===== config.mk =====
export PLATFORM = sky130hd
export DESIGN_NAME = config_control_instr_exec
export DESIGN_NICKNAME = d
export VERILOG_FILES = /design/src/verilog/cfg_ctrl_pkg.sv /design/src/verilog/config_control_instr_exec.sv
export SDC_FILE = /design/constraint.sdc
export NUM_CORES = 1
export LEC_CHECK = 0
export BUFFER_PORTS_ARGS = -buffer_cell sky130_fd_sc_hd__buf_4
export CAP_MARGIN = 0
export CORE_UTILIZATION = 41
export CTS_CLUSTER_SIZE = 30
export DETAILED_ROUTE_END_ITERATION = 6
export GPL_TIMING_DRIVEN = 1
export PLACE_DENSITY = 0.6
export SETUP_SLACK_MARGIN = 0.4
export SLEW_MARGIN = 10
export SYNTH_ARGS = -nofsm -noshare
export SYNTH_HDL_FRONTEND = slang
export SYNTH_SLANG_ARGS = --single-unit

===== constraint.sdc =====
create_clock -name sys_clk -period 17.3 [get_ports sys_clk]
set_clock_uncertainty 0.15 [all_clocks]
set_input_delay 1.73 -clock sys_clk [delete_from_list [all_inputs] [get_ports sys_clk]]
set_output_delay 1.73 -clock sys_clk [all_outputs]
set_load 0.02 [all_outputs]

===== src/verilog/cfg_ctrl_pkg.sv =====
package cfg_ctrl_pkg;
	// AXI4-Lite register byte offsets
	localparam logic [7:0] ADDR_CMD = 8'h00;
	localparam logic [7:0] ADDR_OPERAND = 8'h04;
	localparam logic [7:0] ADDR_EADDR = 8'h08;
	localparam logic [7:0] ADDR_STATUS = 8'h0c;
	localparam logic [7:0] ADDR_XLAT1 = 8'h10;
	localparam logic [7:0] ADDR_XLAT2 = 8'h14;
	localparam logic [7:0] ADDR_PREF = 8'h18;
	localparam logic [7:0] ADDR_COMM = 8'h1c;
	localparam logic [7:0] ADDR_SPM_BASE = 8'h20;
	localparam logic [7:0] ADDR_RESTART = 8'h30;
	localparam logic [7:0] ADDR_MAR = 8'h34;

	// instruction opcodes written to the command register
	typedef enum logic [2:0] {
		OP_NONE = 3'b000,
		OP_LOAD_SELF = 3'b001,
		OP_LOAD_EXT = 3'b010,
		OP_STORE_SELF = 3'b011,
		OP_STORE_EXT = 3'b100,
		OP_ENTER_RECONF = 3'b101,
		OP_POWER_DOWN = 3'b110,
		OP_POWER_UP = 3'b111
	} opcode_t;

	// state field codes of the comm-state register
	localparam logic [2:0] ST0 = 3'b000;
	localparam logic [2:0] ST1 = 3'b001;
	localparam logic [2:0] ST2 = 3'b010;
	localparam logic [2:0] ST3 = 3'b110;
	localparam int STATE_LSB = 29;
	localparam int STATE3_BIT = 31;

	// select word layout: 22 one-hot selects, 5 inhibits above them
	localparam int NUM_IOC = 3;
	localparam int NUM_CPU = 4;
	localparam int NUM_MM = 15;
	localparam int SEL_W = NUM_IOC + NUM_CPU + NUM_MM;
	localparam int INH_LSB = 22;
	localparam int INH_XLAT1 = 0;
	localparam int INH_XLAT2 = 1;
	localparam int INH_PREF = 2;
	localparam int INH_STATE = 3;
	localparam int INH_COMM = 4;

	// order codes on the direct control lines
	localparam logic [1:0] ORD_LOAD = 2'h0;
	localparam logic [1:0] ORD_STORE = 2'h1;
	localparam logic [1:0] ORD_PDOWN = 2'h2;
	localparam logic [1:0] ORD_PUP = 2'h3;

	localparam logic [1:0] RESP_OKAY = 2'b00;
	localparam logic [1:0] RESP_SLVERR = 2'b10;

	typedef struct packed {
		logic valid;
		logic [1:0] order;
		logic [SEL_W-1:0] select;
		logic [4:0] inhibit;
	} dctl_t;

	typedef struct packed {
		logic req;
		logic we;
		logic [31:0] addr;
		logic [31:0] wdata;
	} mem_req_t;
endpackage


===== src/verilog/config_control_instr_exec.sv =====
// Overview of operation
// - self-load from scratchpad into four registers, any state but 3, per inhibit bits
// - external load only in state 3; otherwise target registers untouched
// - select word picks one of 3 I/O units, 4 CPUs or 15 memory modules
// - external select cannot address the issuing CPU itself
// - external load reads memory at effective address placed in address register
// - external load/store send a direct-control order with select; inhibits only on load, store sends them as zero
// - self-store works in any state, writes own registers to memory
// - external store only in state 3
// - store writes all four registers of selected unit at effective address
// - enter-reconfiguration accepted only in state 2
// - enter-reconfiguration sets state-3 bit in one step
// - power-down only in state 3
// - power-down order goes over direct control, target must be halted
// - leaving stop clears address register, reads restart word at the address held in the prefix register
// - after restart word, hand over to the fetch microroutine
// - state codes 000, 001, 010, 110; top bit only in CPUs
// - a halted element finishes its operation; memory holds busy
//
// The AXI4-Lite register port and the address map were chosen for this implementation.
`timescale 1ns/1ns
module config_control_instr_exec
	import cfg_ctrl_pkg::*;
#(
	parameter int SELF_CPU = 0
) (
	input wire logic sys_clk, // 125 MHz clock
	input wire logic sys_rst, // async reset, active high
	input wire logic [7:0] s_axi_awaddr, // write address
	input wire logic s_axi_awvalid, // write address valid
	output logic s_axi_awready, // write address ready
	input wire logic [31:0] s_axi_wdata, // write data
	input wire logic [3:0] s_axi_wstrb, // write strobes
	input wire logic s_axi_wvalid, // write data valid
	output logic s_axi_wready, // write data ready
	output logic [1:0] s_axi_bresp, // write response
	output logic s_axi_bvalid, // write response valid
	input wire logic s_axi_bready, // write response ready
	input wire logic [7:0] s_axi_araddr, // read address
	input wire logic s_axi_arvalid, // read address valid
	output logic s_axi_arready, // read address ready
	output logic [31:0] s_axi_rdata, // read data
	output logic [1:0] s_axi_rresp, // read response
	output logic s_axi_rvalid, // read data valid
	input wire logic s_axi_rready, // read data ready
	input wire logic stop_release, // stopped state ends (pin)
	output mem_req_t mem_req, // memory request, held until mem_ack
	input wire logic mem_ack, // memory cycle done, same clock
	input wire logic [31:0] mem_rdata, // memory read data, valid with mem_ack
	output dctl_t dctl, // direct control order, held until dctl_ack
	input wire logic dctl_ack, // order taken by target, same clock
	input wire logic dctl_tgt_halted, // target in state 1, with dctl_ack
	input wire logic [31:0] ext_reg_rdata, // target register word, with dctl_ack
	output logic fetch_start // one-cycle start of fetch microroutine
);

	typedef enum logic [3:0] {
		S_IDLE = 4'b0000,
		S_SELF_LD = 4'b0001,
		S_EXT_RD = 4'b0010,
		S_EXT_ORD = 4'b0011,
		S_ST_GET = 4'b0100,
		S_ST_WR = 4'b0101,
		S_PWR = 4'b0110,
		S_RESTART = 4'b0111,
		S_FETCH = 4'b1000
	} fsm_t;

	fsm_t st_r;
	opcode_t op_r;
	logic [31:0] operand_r, eaddr_r, xfer_r, mar_r, restart_r, status_r;
	logic [31:0] ccu_r [4];
	logic [31:0] spm_r [4];
	logic [1:0] idx_r;
	logic busy;
	logic [2:0] cur_state;
	logic [SEL_W-1:0] sel_word;
	logic sel_ok;
	logic [31:0] cmd_wdata;
	logic cmd_wr;
	logic [2:0] rel_sync_r;
	logic aw_hold_r, w_hold_r;
	logic [7:0] aw_addr_r;
	logic [31:0] w_data_r;
	logic wr_go;

	assign busy = (st_r != S_IDLE);
	assign cur_state = ccu_r[3][STATE3_BIT:STATE_LSB];
	assign sel_word = xfer_r[SEL_W-1:0];
	// one select bit, never the own CPU slot
	assign sel_ok = ($countones(sel_word) == 1) && !sel_word[NUM_MM + SELF_CPU];

	// write channel: take address and data in either order
	always_ff @(posedge sys_clk or posedge sys_rst) begin
		if (sys_rst) begin
			aw_hold_r <= 1'b0;
			w_hold_r <= 1'b0;
			aw_addr_r <= 8'h00;
			w_data_r <= 32'h0;
			s_axi_bvalid <= 1'b0;
			s_axi_bresp <= RESP_OKAY;
		end else begin
			if (s_axi_awvalid && s_axi_awready) begin
				aw_hold_r <= 1'b1;
				aw_addr_r <= s_axi_awaddr;
			end
			if (s_axi_wvalid && s_axi_wready) begin
				w_hold_r <= 1'b1;
				w_data_r <= s_axi_wdata;
			end
			if (wr_go) begin
				aw_hold_r <= 1'b0;
				w_hold_r <= 1'b0;
				s_axi_bvalid <= 1'b1;
				s_axi_bresp <= (aw_addr_r > ADDR_MAR) ? RESP_SLVERR : RESP_OKAY;
			end else if (s_axi_bvalid && s_axi_bready) begin
				s_axi_bvalid <= 1'b0;
			end
		end
	end
	always_ff @(posedge sys_clk or posedge sys_rst) begin
		if (sys_rst) begin
			s_axi_awready <= 1'b0;
			s_axi_wready <= 1'b0;
		end else begin
			s_axi_awready <= !aw_hold_r && !(s_axi_awvalid && s_axi_awready) && !s_axi_bvalid;
			s_axi_wready <= !w_hold_r && !(s_axi_wvalid && s_axi_wready) && !s_axi_bvalid;
		end
	end
	assign wr_go = aw_hold_r && w_hold_r && !s_axi_bvalid;
	assign cmd_wr = wr_go && (aw_addr_r == ADDR_CMD) && !busy;
	assign cmd_wdata = w_data_r;

	// software-owned operand registers and scratchpad
	always_ff @(posedge sys_clk or posedge sys_rst) begin
		if (sys_rst) begin
			operand_r <= 32'h0;
			eaddr_r <= 32'h0;
			for (int i = 0; i < 4; i++) spm_r[i] <= 32'h0;
		end else if (wr_go && !busy) begin
			if (aw_addr_r == ADDR_OPERAND) operand_r <= w_data_r;
			if (aw_addr_r == ADDR_EADDR) eaddr_r <= w_data_r;
			for (int i = 0; i < 4; i++)
				if (aw_addr_r == ADDR_SPM_BASE + 8'(4 * i)) spm_r[i] <= w_data_r;
		end
	end

	// read channel
	always_ff @(posedge sys_clk or posedge sys_rst) begin
		if (sys_rst) begin
			s_axi_arready <= 1'b0;
			s_axi_rvalid <= 1'b0;
			s_axi_rdata <= 32'h0;
			s_axi_rresp <= RESP_OKAY;
		end else begin
			s_axi_arready <= !s_axi_rvalid && !(s_axi_arvalid && s_axi_arready);
			if (s_axi_arvalid && s_axi_arready) begin
				s_axi_rvalid <= 1'b1;
				s_axi_rresp <= RESP_OKAY;
				case (s_axi_araddr)
					ADDR_CMD: s_axi_rdata <= {29'h0, op_r};
					ADDR_OPERAND: s_axi_rdata <= operand_r;
					ADDR_EADDR: s_axi_rdata <= eaddr_r;
					// busy follows the sequencer, so a refused command never looks pending
					ADDR_STATUS: s_axi_rdata <= {status_r[31:1], busy};
					ADDR_XLAT1: s_axi_rdata <= ccu_r[0];
					ADDR_XLAT2: s_axi_rdata <= ccu_r[1];
					ADDR_PREF: s_axi_rdata <= ccu_r[2];
					ADDR_COMM: s_axi_rdata <= ccu_r[3];
					ADDR_RESTART: s_axi_rdata <= restart_r;
					ADDR_MAR: s_axi_rdata <= mar_r;
					default: begin
						if (s_axi_araddr >= ADDR_SPM_BASE && s_axi_araddr < ADDR_RESTART) begin
							s_axi_rdata <= spm_r[s_axi_araddr[3:2]];
						end else begin
							s_axi_rdata <= 32'h0;
							s_axi_rresp <= RESP_SLVERR;
						end
					end
				endcase
			end else if (s_axi_rvalid && s_axi_rready) begin
				s_axi_rvalid <= 1'b0;
			end
		end
	end

	// release of the stopped state comes from a pin
	always_ff @(posedge sys_clk or posedge sys_rst) begin
		if (sys_rst) rel_sync_r <= 3'b000;
		else rel_sync_r <= {rel_sync_r[1:0], stop_release};
	end

	// instruction sequencer
	always_ff @(posedge sys_clk or posedge sys_rst) begin
		if (sys_rst) begin
			st_r <= S_IDLE;
			op_r <= OP_NONE;
			idx_r <= 2'd0;
			xfer_r <= 32'h0;
			mar_r <= 32'h0;
			restart_r <= 32'h0;
			status_r <= 32'h0;
			for (int i = 0; i < 4; i++) ccu_r[i] <= 32'h0;
			ccu_r[3][STATE3_BIT:STATE_LSB] <= ST2;
			mem_req <= '0;
			dctl <= '0;
			fetch_start <= 1'b0;
		end else begin
			fetch_start <= 1'b0;
			case (st_r)
				S_IDLE: begin
					if (rel_sync_r[2] && !rel_sync_r[1]) begin
						mar_r <= 32'h0;
						mem_req <= '{req: 1'b1, we: 1'b0, addr: ccu_r[2], wdata: 32'h0};
						st_r <= S_RESTART;
					end else if (cmd_wr) begin
						op_r <= opcode_t'(cmd_wdata[2:0]);
						idx_r <= 2'd0;
						xfer_r <= spm_r[0];
						status_r <= 32'h0; // error flags of the previous command clear here
						case (opcode_t'(cmd_wdata[2:0]))
							OP_LOAD_SELF: st_r <= (cur_state != ST3) ? S_SELF_LD : S_IDLE;
							OP_LOAD_EXT, OP_STORE_EXT: begin
								if (cur_state == ST3) begin
									mar_r <= eaddr_r;
									st_r <= (cmd_wdata[2:0] == OP_LOAD_EXT) ? S_EXT_RD : S_ST_GET;
								end else st_r <= S_IDLE;
							end
							OP_STORE_SELF: begin
								mar_r <= eaddr_r;
								st_r <= S_ST_WR;
							end
							OP_ENTER_RECONF:
								if (cur_state == ST2) ccu_r[3][STATE3_BIT] <= 1'b1;
							OP_POWER_DOWN, OP_POWER_UP:
								st_r <= (cur_state == ST3) ? S_PWR : S_IDLE;
							default: st_r <= S_IDLE;
						endcase
						if (cmd_wdata[2:0] == OP_ENTER_RECONF || cmd_wdata[2:0] == OP_NONE)
							status_r <= 32'h0;
					end
				end
				S_SELF_LD: begin
					if (!operand_r[idx_r]) begin
						if (idx_r != 2'd3) ccu_r[idx_r] <= xfer_r;
						else begin
							if (!operand_r[INH_STATE])
								ccu_r[3][STATE3_BIT:STATE_LSB] <= xfer_r[STATE3_BIT:STATE_LSB];
							if (!operand_r[INH_COMM])
								ccu_r[3][STATE_LSB-1:0] <= xfer_r[STATE_LSB-1:0];
						end
					end else if (idx_r == 2'd3 && !operand_r[INH_COMM]) begin
						ccu_r[3][STATE_LSB-1:0] <= xfer_r[STATE_LSB-1:0];
					end
					xfer_r <= spm_r[2'(idx_r + 2'd1)];
					idx_r <= 2'(idx_r + 2'd1);
					if (idx_r == 2'd3) begin
						st_r <= S_IDLE;
						status_r <= 32'h0;
					end
				end
				S_EXT_RD: begin
					if (!sel_ok) begin
						st_r <= S_IDLE;
						status_r <= 32'h2;
					end else if (!mem_req.req) begin
						mem_req <= '{req: 1'b1, we: 1'b0,
							addr: 32'(mar_r + 32'(idx_r)), wdata: 32'h0};
					end else if (mem_ack) begin
						mem_req <= '0;
						dctl <= '{valid: 1'b1, order: ORD_LOAD, select: sel_word,
							inhibit: xfer_r[INH_LSB+4:INH_LSB]};
						restart_r <= mem_rdata;
						st_r <= S_EXT_ORD;
					end
				end
				S_EXT_ORD: begin
					if (dctl_ack) begin
						dctl <= '0;
						idx_r <= 2'(idx_r + 2'd1);
						st_r <= (idx_r == 2'd3) ? S_IDLE : S_EXT_RD;
						if (idx_r == 2'd3) status_r <= 32'h0;
					end
				end
				S_ST_GET: begin
					if (!sel_ok) begin
						st_r <= S_IDLE;
						status_r <= 32'h2;
					end else if (!dctl.valid) begin
						dctl <= '{valid: 1'b1, order: ORD_STORE, select: sel_word,
							inhibit: 5'h00};
					end else if (dctl_ack) begin
						dctl <= '0;
						mem_req <= '{req: 1'b1, we: 1'b1,
							addr: 32'(mar_r + 32'(idx_r)), wdata: ext_reg_rdata};
						st_r <= S_ST_WR;
					end
				end
				S_ST_WR: begin
					if (!mem_req.req) begin
						mem_req <= '{req: 1'b1, we: 1'b1,
							addr: 32'(mar_r + 32'(idx_r)), wdata: ccu_r[idx_r]};
					end else if (mem_ack) begin
						mem_req <= '0;
						idx_r <= 2'(idx_r + 2'd1);
						if (idx_r == 2'd3) begin
							st_r <= S_IDLE;
							status_r <= 32'h0;
						end else if (op_r == OP_STORE_EXT) st_r <= S_ST_GET;
					end
				end
				S_PWR: begin
					if (!sel_ok) begin
						st_r <= S_IDLE;
						status_r <= 32'h2;
					end else if (!dctl.valid) begin
						dctl <= '{valid: 1'b1,
							order: (op_r == OP_POWER_DOWN) ? ORD_PDOWN : ORD_PUP,
							select: sel_word, inhibit: 5'h00};
					end else if (dctl_ack) begin
						dctl <= '0;
						st_r <= S_IDLE;
						// a target not halted ignores power-down
						status_r <= (op_r == OP_POWER_DOWN && !dctl_tgt_halted) ? 32'h4 : 32'h0;
					end
				end
				S_RESTART: begin
					if (mem_ack) begin
						mem_req <= '0;
						restart_r <= mem_rdata;
						st_r <= S_FETCH;
					end
				end
				S_FETCH: begin
					fetch_start <= 1'b1;
					st_r <= S_IDLE;
				end
				default: st_r <= S_IDLE;
			endcase
		end
	end

endmodule // config_control_instr_exec


==> flow_summary.yaml, run 1 <==
clocking:
  clk_pin_slew_worst_paths_ps: 60
  h-tree-depth: 3
  hold_buffers: 0
  tritoncts: "done"
  clk_path_buf_depth: 3
  cts-root-buf: "clkbuf_16"
  cts_buffers: 69
  insertion_delay_ps: 610
  cts.repair_timing.setup_buffer_count: 0
  clock_sinks: 608
  cts_resized: 0
grt:
  grt_pass1_vias: 21800
  grt_antenna_before_repair: 1
  gr-total-overflow: 0
  grt_pass1_wl_um: 148000
  grt_util_all_layers_pct: 27.3
  grt_max_degree: 81
synth:
  synth-seq-cells: 608
  ys_seq_area_share_pct: 51.8
  synth.avg_cell_area_um2: 12.4
  synthArstFlopShare_pct: 100
  ys.flop_type: "dfrtp_1"
  synth_area_mm2: 0.0294
  synth_cells: 2379
  yosys_warnings: 0
  synth_cell_types: 76
  synth_edf_count: 0
critical_path:
  critical_path_required_ps: 17650
  critPathKind: "reg -> reg"
  cp.arrival_ps: 7560
  start_kind: "flop"
  cp-end-kind: "flop"
  path_max_fanout: 47
sta:
  min_period_ps: 7220
  fmax_mhz: 139
  rsz0062_at_grt: "no"
  setup_viol_count_final: 0
  relSlewSlack_pct: 19.1
  whs_ps: 205
  worstMarginPinSlew_ps: 1210
  final_max_slew_viol_count: 0
  finalSetupTns_ps: 0
  fin_crit_sh_pct: 41.7
  final-hold-violation-count: 0
outcome:
  outcome: "finished, violations left"
  violations: "DRC"
floorplan:
  dieWidth_um: 270
  row_count: 97
  core_area_mm2: 0.0705
  dieArea_mm2: 0.0728
  dieHeight_um: 270
  io-pin-count: 265
  start_util_pct: 41.7
power:
  seq_power_share_pct: 38.3
  p_clk_share_pct: 27.3
  power_uw: 5520
  pwr-share-comb_pct: 34.4
  powerDensity_mw_per_mm2: 160
  peakVddDrop_uv: 107
  internal_power_uw: 3350
  p_leak_uw: 0.0157
  switching_share_pct: 39.3
  switchingPower_uw: 2170
layout:
  layout.cells.non_filler: 3580
  regArea_mm2: 0.0152
  final.fill_count: 6262
  final_layout_size_suffix_gt1_share_pct: 35.4
  area_growth_pct: 17.7
  final_area_mm2: 0.0346
  multiInputGateArea_mm2: 0.0133
  fin_nets: 2741
  n_antenna_cell: 0
run:
  drv_cap: 0
placed_design:
  post_dp_cell_area_mm2: 0.0323
  io_buffers: 258
  routabilityCongestion: 0.875
  dp_hpwl_um: 67500
  dp.cells: 3454
drt:
  via_per_inst: 6.02
  drt_iter0_drc: 1910
  ant_nets: 0
  num_vias: 21600
  drt_wl_total_um: 99200
  wl_per_cell_um: 27.7
  drtPass1Iterations: 7
  drc_errors: 4
hold_path:
  worstHoldPathType: "reg -> reg"
flip-flops by register name, indices dropped and copies added (netlist names), 2 cells and up:
| register | cells |
|---|---|
| ccu_r | 128 |
| spm_r | 128 |
| mem_req | 66 |
| cmd_wdata | 32 |
| eaddr_r | 32 |
| mar_r | 32 |
| operand_r | 32 |
| restart_r | 32 |
| s_axi_rdata | 32 |
| xfer_r | 32 |
| dctl | 30 |
| aw_addr_r | 8 |
| st_r | 4 |
| op_r | 3 |
| rel_sync_r | 3 |
| idx_r | 2 |
| status_r | 2 |
metrics by stage:
stage / utilization [%] / setup WS (ps)
CTS: 49.1 / 10030
detailed placement: 45.8 / 10080
finish: 49.1 / 10080
global route: 49.1 / 9660
floorplan: - / 7130
global placement: 45.8 / 10160
final timing paths:
| check | start | end | slack [ps] | depth (start not counted) |
|---|---|---|---|---|
| setup / recovery | xfer_r[5]$_DFFE_PP0P_ | mem_req[60]$_DFFE_PP0P_ | 10080 | 17 |
| hold / removal | rel_sync_r[0]$_DFF_PP0_ | rel_sync_r[1]$_DFF_PP0_ | 200 | 0 |
| setup reg to reg | xfer_r[5]$_DFFE_PP0P_ | mem_req[60]$_DFFE_PP0P_ | 10080 | 17 |
| hold reg to reg | rel_sync_r[0]$_DFF_PP0_ | rel_sync_r[1]$_DFF_PP0_ | 200 | 0 |
| max in group asynchronous | sys_rst | spm_r[23]$_DFFE_PP0P_ | 12150 | 6 |
| min in group asynchronous | sys_rst | mem_req[3]$_DFFE_PP0P_ | 1030 | 2 |
logic make-up after synthesis:
logic type      after synthesis  share of synthesized area (%)
fa+ha+maj                    29                           1.64
simple gates                391                           6.39
mux                         527                           23.2
buf+inv                     236                           3.40
compound gates              557                           12.7
flops                       608                           51.8
other cells                   1                         0.0128
xor+xnor                     30                          0.894
cell usage after synthesis, drive strengths merged (20+ instances only):
master,instances,area share [%]
mux2i,51,1.7
nor3,28,0.57
a31oi,20,0.43
dfrtp,607,52
inv,57,0.73
o22ai,40,0.85
a21oi,104,1.8
mux4,84,6.4
a22o,80,2.4
o21ai,130,2.2
buf,63,1.2
a22oi,95,2.4
nand3,24,0.41
nand2,135,1.7
mux2,392,15
clkbuf,116,1.5
nor2,114,1.5
cell usage in the layout (no fill, tap or decap), types with 6 or more instances in the layout:
cell	Yosys	final
a211oi_1	6	6
a21boi_0	7	7
clkbuf_16	0	72
and3_1	8	8
nor2_1	113	108
a22oi_1	95	95
nand2b_1	15	15
xor2_1	12	12
buf_4	14	313
o21ai_0	130	130
clkbuf_1	116	13
a21oi_1	104	103
clkinv_2	0	12
mux4_2	84	84
a22o_1	80	79
mux2_2	382	382
clkbuf_8	0	16
fa_1	16	16
mux2_1	10	10
a221oi_1	12	12
ha_1	13	12
o22a_1	7	7
nand2_1	135	134
nor2b_1	6	6
o22ai_1	40	40
xnor2_1	18	18
inv_1	57	56
a31oi_1	20	20
nand3_1	24	23
a2111oi_0	6	6
nand4_1	9	9
o31ai_1	8	8
and2_1	11	9
nor3_1	24	20
mux2i_1	51	51
dfrtp_1	607	605
area by class of cell:
type	count	share of cell area [%]
multi-input combinational	1536	38.5
tap	940	3.40
sequential	608	44.0
inverter	57	0.629
clock inverter	25	0.756
clock buffer	101	5.98
timing repair buffer	313	6.79
power by group through the flow:
stage / registers [uW] / logic (uW) / clock network, uW
floorplan: 2020 / 1200 / 0
global placement: 2110 / 1850 / 0
detailed placement: 2130 / 1880 / 0
CTS: 2110 / 1890 / 1530
global route: 2150 / 2050 / 1590
finish: 2110 / 1900 / 1510
critical path, cell delays in order (launching register included):
cell and delay (ps):
dfrtp_1 470, inv_1 140, fa_1 540, inv_1 60
fa_1 520, fa_1 420, fa_1 490, inv_1 50
fa_1 490, inv_1 50, ha_1 210, fa_1 490
nor4_1 320, nand4b_1 230, o21ai_0 550, nand2_2 740
or2_2 830, o31ai_1 330
metal layers:
layer / global-route usage (%) / vias to the layer above / part of all wire [%]
li1: - / 9270 / -
met1: 39.1 / 11300 / 44
met2: 41.9 / 850 / 46
met3: 4.93 / 138 / 7.0
met4: 8.87 / 0 / 2.7
met5: 0 / - / 0
No activity file was read; power rests on OpenSTA's default activity.
==> run 2, diff against run 1 <==
Settings changed: ABC_AREA set to 1, PLACE_DENSITY 0.6 to 0.59.
Clock period 17.3 ns to 5.82 ns, I/O delays scaled along.
==> flow_summary.yaml, run 2 <==
drt:
  drt_iter0_drc: 3292
  drtPass1Iterations: 7
  num_vias: 30600
  drc_errors: 0
  ant_nets: 0
  drt_wl_total_um: 129000
  wl_per_cell_um: 23.2
  via_per_inst: 5.51
critical_path:
  startpoint: "xfer_r[5]$_DFFE_PP0P_"
  max_stage_delay_ps: 530
  start_kind: "flop"
  r2r_end: "dctl[15]$_DFFE_PP0P_"
  cp_slowest_cell: "fa_1"
  path_buf_inv: 6
  cp.arrival_ps: 5620
  crit_cells: 21
  critical_path_required_ps: 6220
  cp-end-kind: "flop"
  critPathKind: "reg -> reg"
  r2r_cells: 21
  worstReg2RegStart: "xfer_r[5]$_DFFE_PP0P_"
  cp_common_cell: "fa_1"
  worstPathCellList: "inv_1 > fa_1 > inv_1 > fa_1 > fa_1 > fa_1 > inv_1 > fa_1 > inv_1 > ha_1 > fa_1 > nor2_1 > nand2_1 > nor2_2 > nand2_2 > nand2_4 > inv_2 > nor2_2 > buf_4 > nand3_1 > nand2_1"
  cp-endpoint: "dctl[15]$_DFFE_PP0P_"
  path_max_fanout: 22
  r2r_slack_ps: 600
  critical-path-top-delay-family: "adder cells"
hold_path:
  whs_path_depth: 3
  worstHoldPathType: "in -> reg"
  worstHoldStart: "s_axi_wdata[20]"
synth:
  synth_top_cell_by_area: "dfrtp_1"
  synth_edf_count: 0
  synth_cells: 4300
  synth_top_area_share_pct: 48.0
  synthArstFlopShare_pct: 100
  ys_seq_area_share_pct: 48.0
  yosys_warnings: 0
  synth-seq-cells: 608
  ys_top_cells_by_count: "1483 x nand2_1, 607 x dfrtp_1, 446 x nand3_1"
  ys.flop_type: "dfrtp_1"
  synth_area_leaders: "dfrtp_1 48%, nand2_1 18%, nand3_1 7.0%"
  post-synth-top-count-cell: "nand2_1"
  synth_cell_types: 48
  synth.avg_cell_area_um2: 7.36
  synth_area_mm2: 0.0317
floorplan:
  io-pin-count: 265
  dieArea_mm2: 0.0784
  row_count: 101
  core_area_mm2: 0.0762
  dieWidth_um: 280
  dieHeight_um: 280
  start_util_pct: 41.6
power:
  peakVddDrop_uv: 483
  p_leak_uw: 0.0177
  powerDensity_mw_per_mm2: 521
sta:
  final-hold-violation-count: 0
  fin_crit_sh_pct: 89.6
  worstMarginPinSlew_ps: 1250
  setup_slack_ps: 603
  relSlewSlack_pct: 16.5
  setup_viol_count_final: 0
  finalSetupTns_ps: 0
  rsz0062_at_grt: "yes"
  min_period_ps: 5220
  fmax_mhz: 192
  final_max_slew_viol_count: 0
clocking:
  insertion_delay_ps: 630
  clk_path_buf_depth: 3
  clock_sinks: 608
  clk_pin_slew_worst_paths_ps: 60
  cts_buffers: 74
  tritoncts: "done"
  cts-root-buf: "clkbuf_16"
  h-tree-depth: 3
placed_design:
  dp_hpwl_um: 89900
  routabilityCongestion: 0.999
  dpl_worst_slack_ps: 411
  dp.cells: 5419
  io_buffers: 258
grt:
  grt_antenna_before_repair: 4
  gr-total-overflow: 0
  grt_pass1_wl_um: 190000
  grt_util_all_layers_pct: 32.7
  grt_pass1_vias: 28800
  grt_max_degree: 122
layout:
  mostFrequentLayoutCells: "1479 x nand2_1, 606 x dfrtp_1, 445 x nand3_1, 437 x o21ai_0, 327 x buf_4"
  area_growth_pct: 17.3
  reg_top3: "ccu_r x128, spm_r x128, mem_req x66"
  fin_nets: 4633
  final_common_cell: "nand2_1"
  layout.cells.non_filler: 5558
  final_layout_size_suffix_gt1_share_pct: 11.6
outcome:
  outcome: "finished clean"
run:
  drv_cap: 0
==> run 2: cell count changes in the layout (fill, tap and decap cells not counted), moves of 21 or more <==
cell      previous run  this run
o21ai_1              0       202
mux4_2              84         0
nand3_1             23       445
o21ai_0            130       437
mux2_2             382         0
a21oi_1            103       141
inv_1               56       317
o211ai_1             1        22
a22oi_1             95         0
nand2_1            134      1479
nor2_1             108       202
mux2i_1             51         0
a22o_1              79         0
==> run 2: timing repair <==
action,4_1_cts,5_1_grt
gates resized for setup,1,11
setup buffers,0,1
pin swaps,0,1
hold endpoints to repair,29,0
setup endpoints to repair,5,120
gates cloned,0,3
hold buffers,8,0
==> run 2: cell type report <==
class / count / area [um^2]
diodes: 1 / 2.50
fillers: 7687 / 39000
inverters: 331 / 1250
well taps: 1030 / 1290
repair buffers: 349 / 2810
multi-input cells: 3113 / 14300
clock buffers: 105 / 2160
flip-flops and latches: 608 / 15200
clock inverters: 21 / 168
==> run 2: report_power, final <==
group	total (uW)	leakage [uW]	switching (uW)	internal (uW)
registers	6310	0.00826	952	5350
clock network	4540	0.00116	1870	2660
logic	8510	0.00829	5940	2570
total	19400	0.0177	8770	10600
==> run 2: how the worst min path moves through the flow <==
| stage | to | slack, ps |
|---|---|---|
| 6_report | cmd_wdata[20]$_DFFE_PP0P_ | 20 |
| 5_1_grt | cmd_wdata[9]$_DFFE_PP0P_ | 20 |
| 4_1_cts | cmd_wdata[8]$_DFFE_PP0P_ | 3 |
| 3_5_place_dp | rel_sync_r[1]$_DFF_PP0_ | 180 |
| 3_3_place_gp | rel_sync_r[1]$_DFF_PP0_ | 190 |
| 2_1_floorplan | rel_sync_r[1]$_DFF_PP0_ | 180 |
==> run 2: kinds of logic (layout without fill, tap and decap cells) <==
kind of cell	after synthesis	in the layout	synth area share (%)
compound gates	850	850	13.9
simple gates	2220	2220	28.9
fa+ha+maj	29	29	1.53
xor+xnor	12	12	0.332
buf+inv	580	806	7.27
flops	608	608	48.0
other cells	1	3	0.0118
==> run 2: through the flow <==
step           instance area, um^2  utilization, %  power (uW)  hold slack [ps]
6_report                     37200            48.8       19400             21.5
5_1_grt                      37200            48.8       20500             15.3
3_5_place_dp                 34600            45.4       14300              185
3_3_place_gp                 34600            45.4       14200              193
4_1_cts                      37000            48.6       18900             3.28
2_1_floorplan                31700               -       11100              181
==> run 2: worst register-to-register path: cells and delay by family, from the launching register on <==
family / cells / cell delay (ps)
simple gates: 8 / 950
buf+inv: 6 / 600
flops: 1 / 340
fa+ha+maj: 7 / 3120
==> run 2: routing by layer <==
metal	part of all wire, %	routed length (um)	GRT usage, %
met3	9.0	11600	7.28
met4	5.8	7480	16.8
met2	44	57300	49.9
met1	41	52400	43.6
met5	0.010	13	0
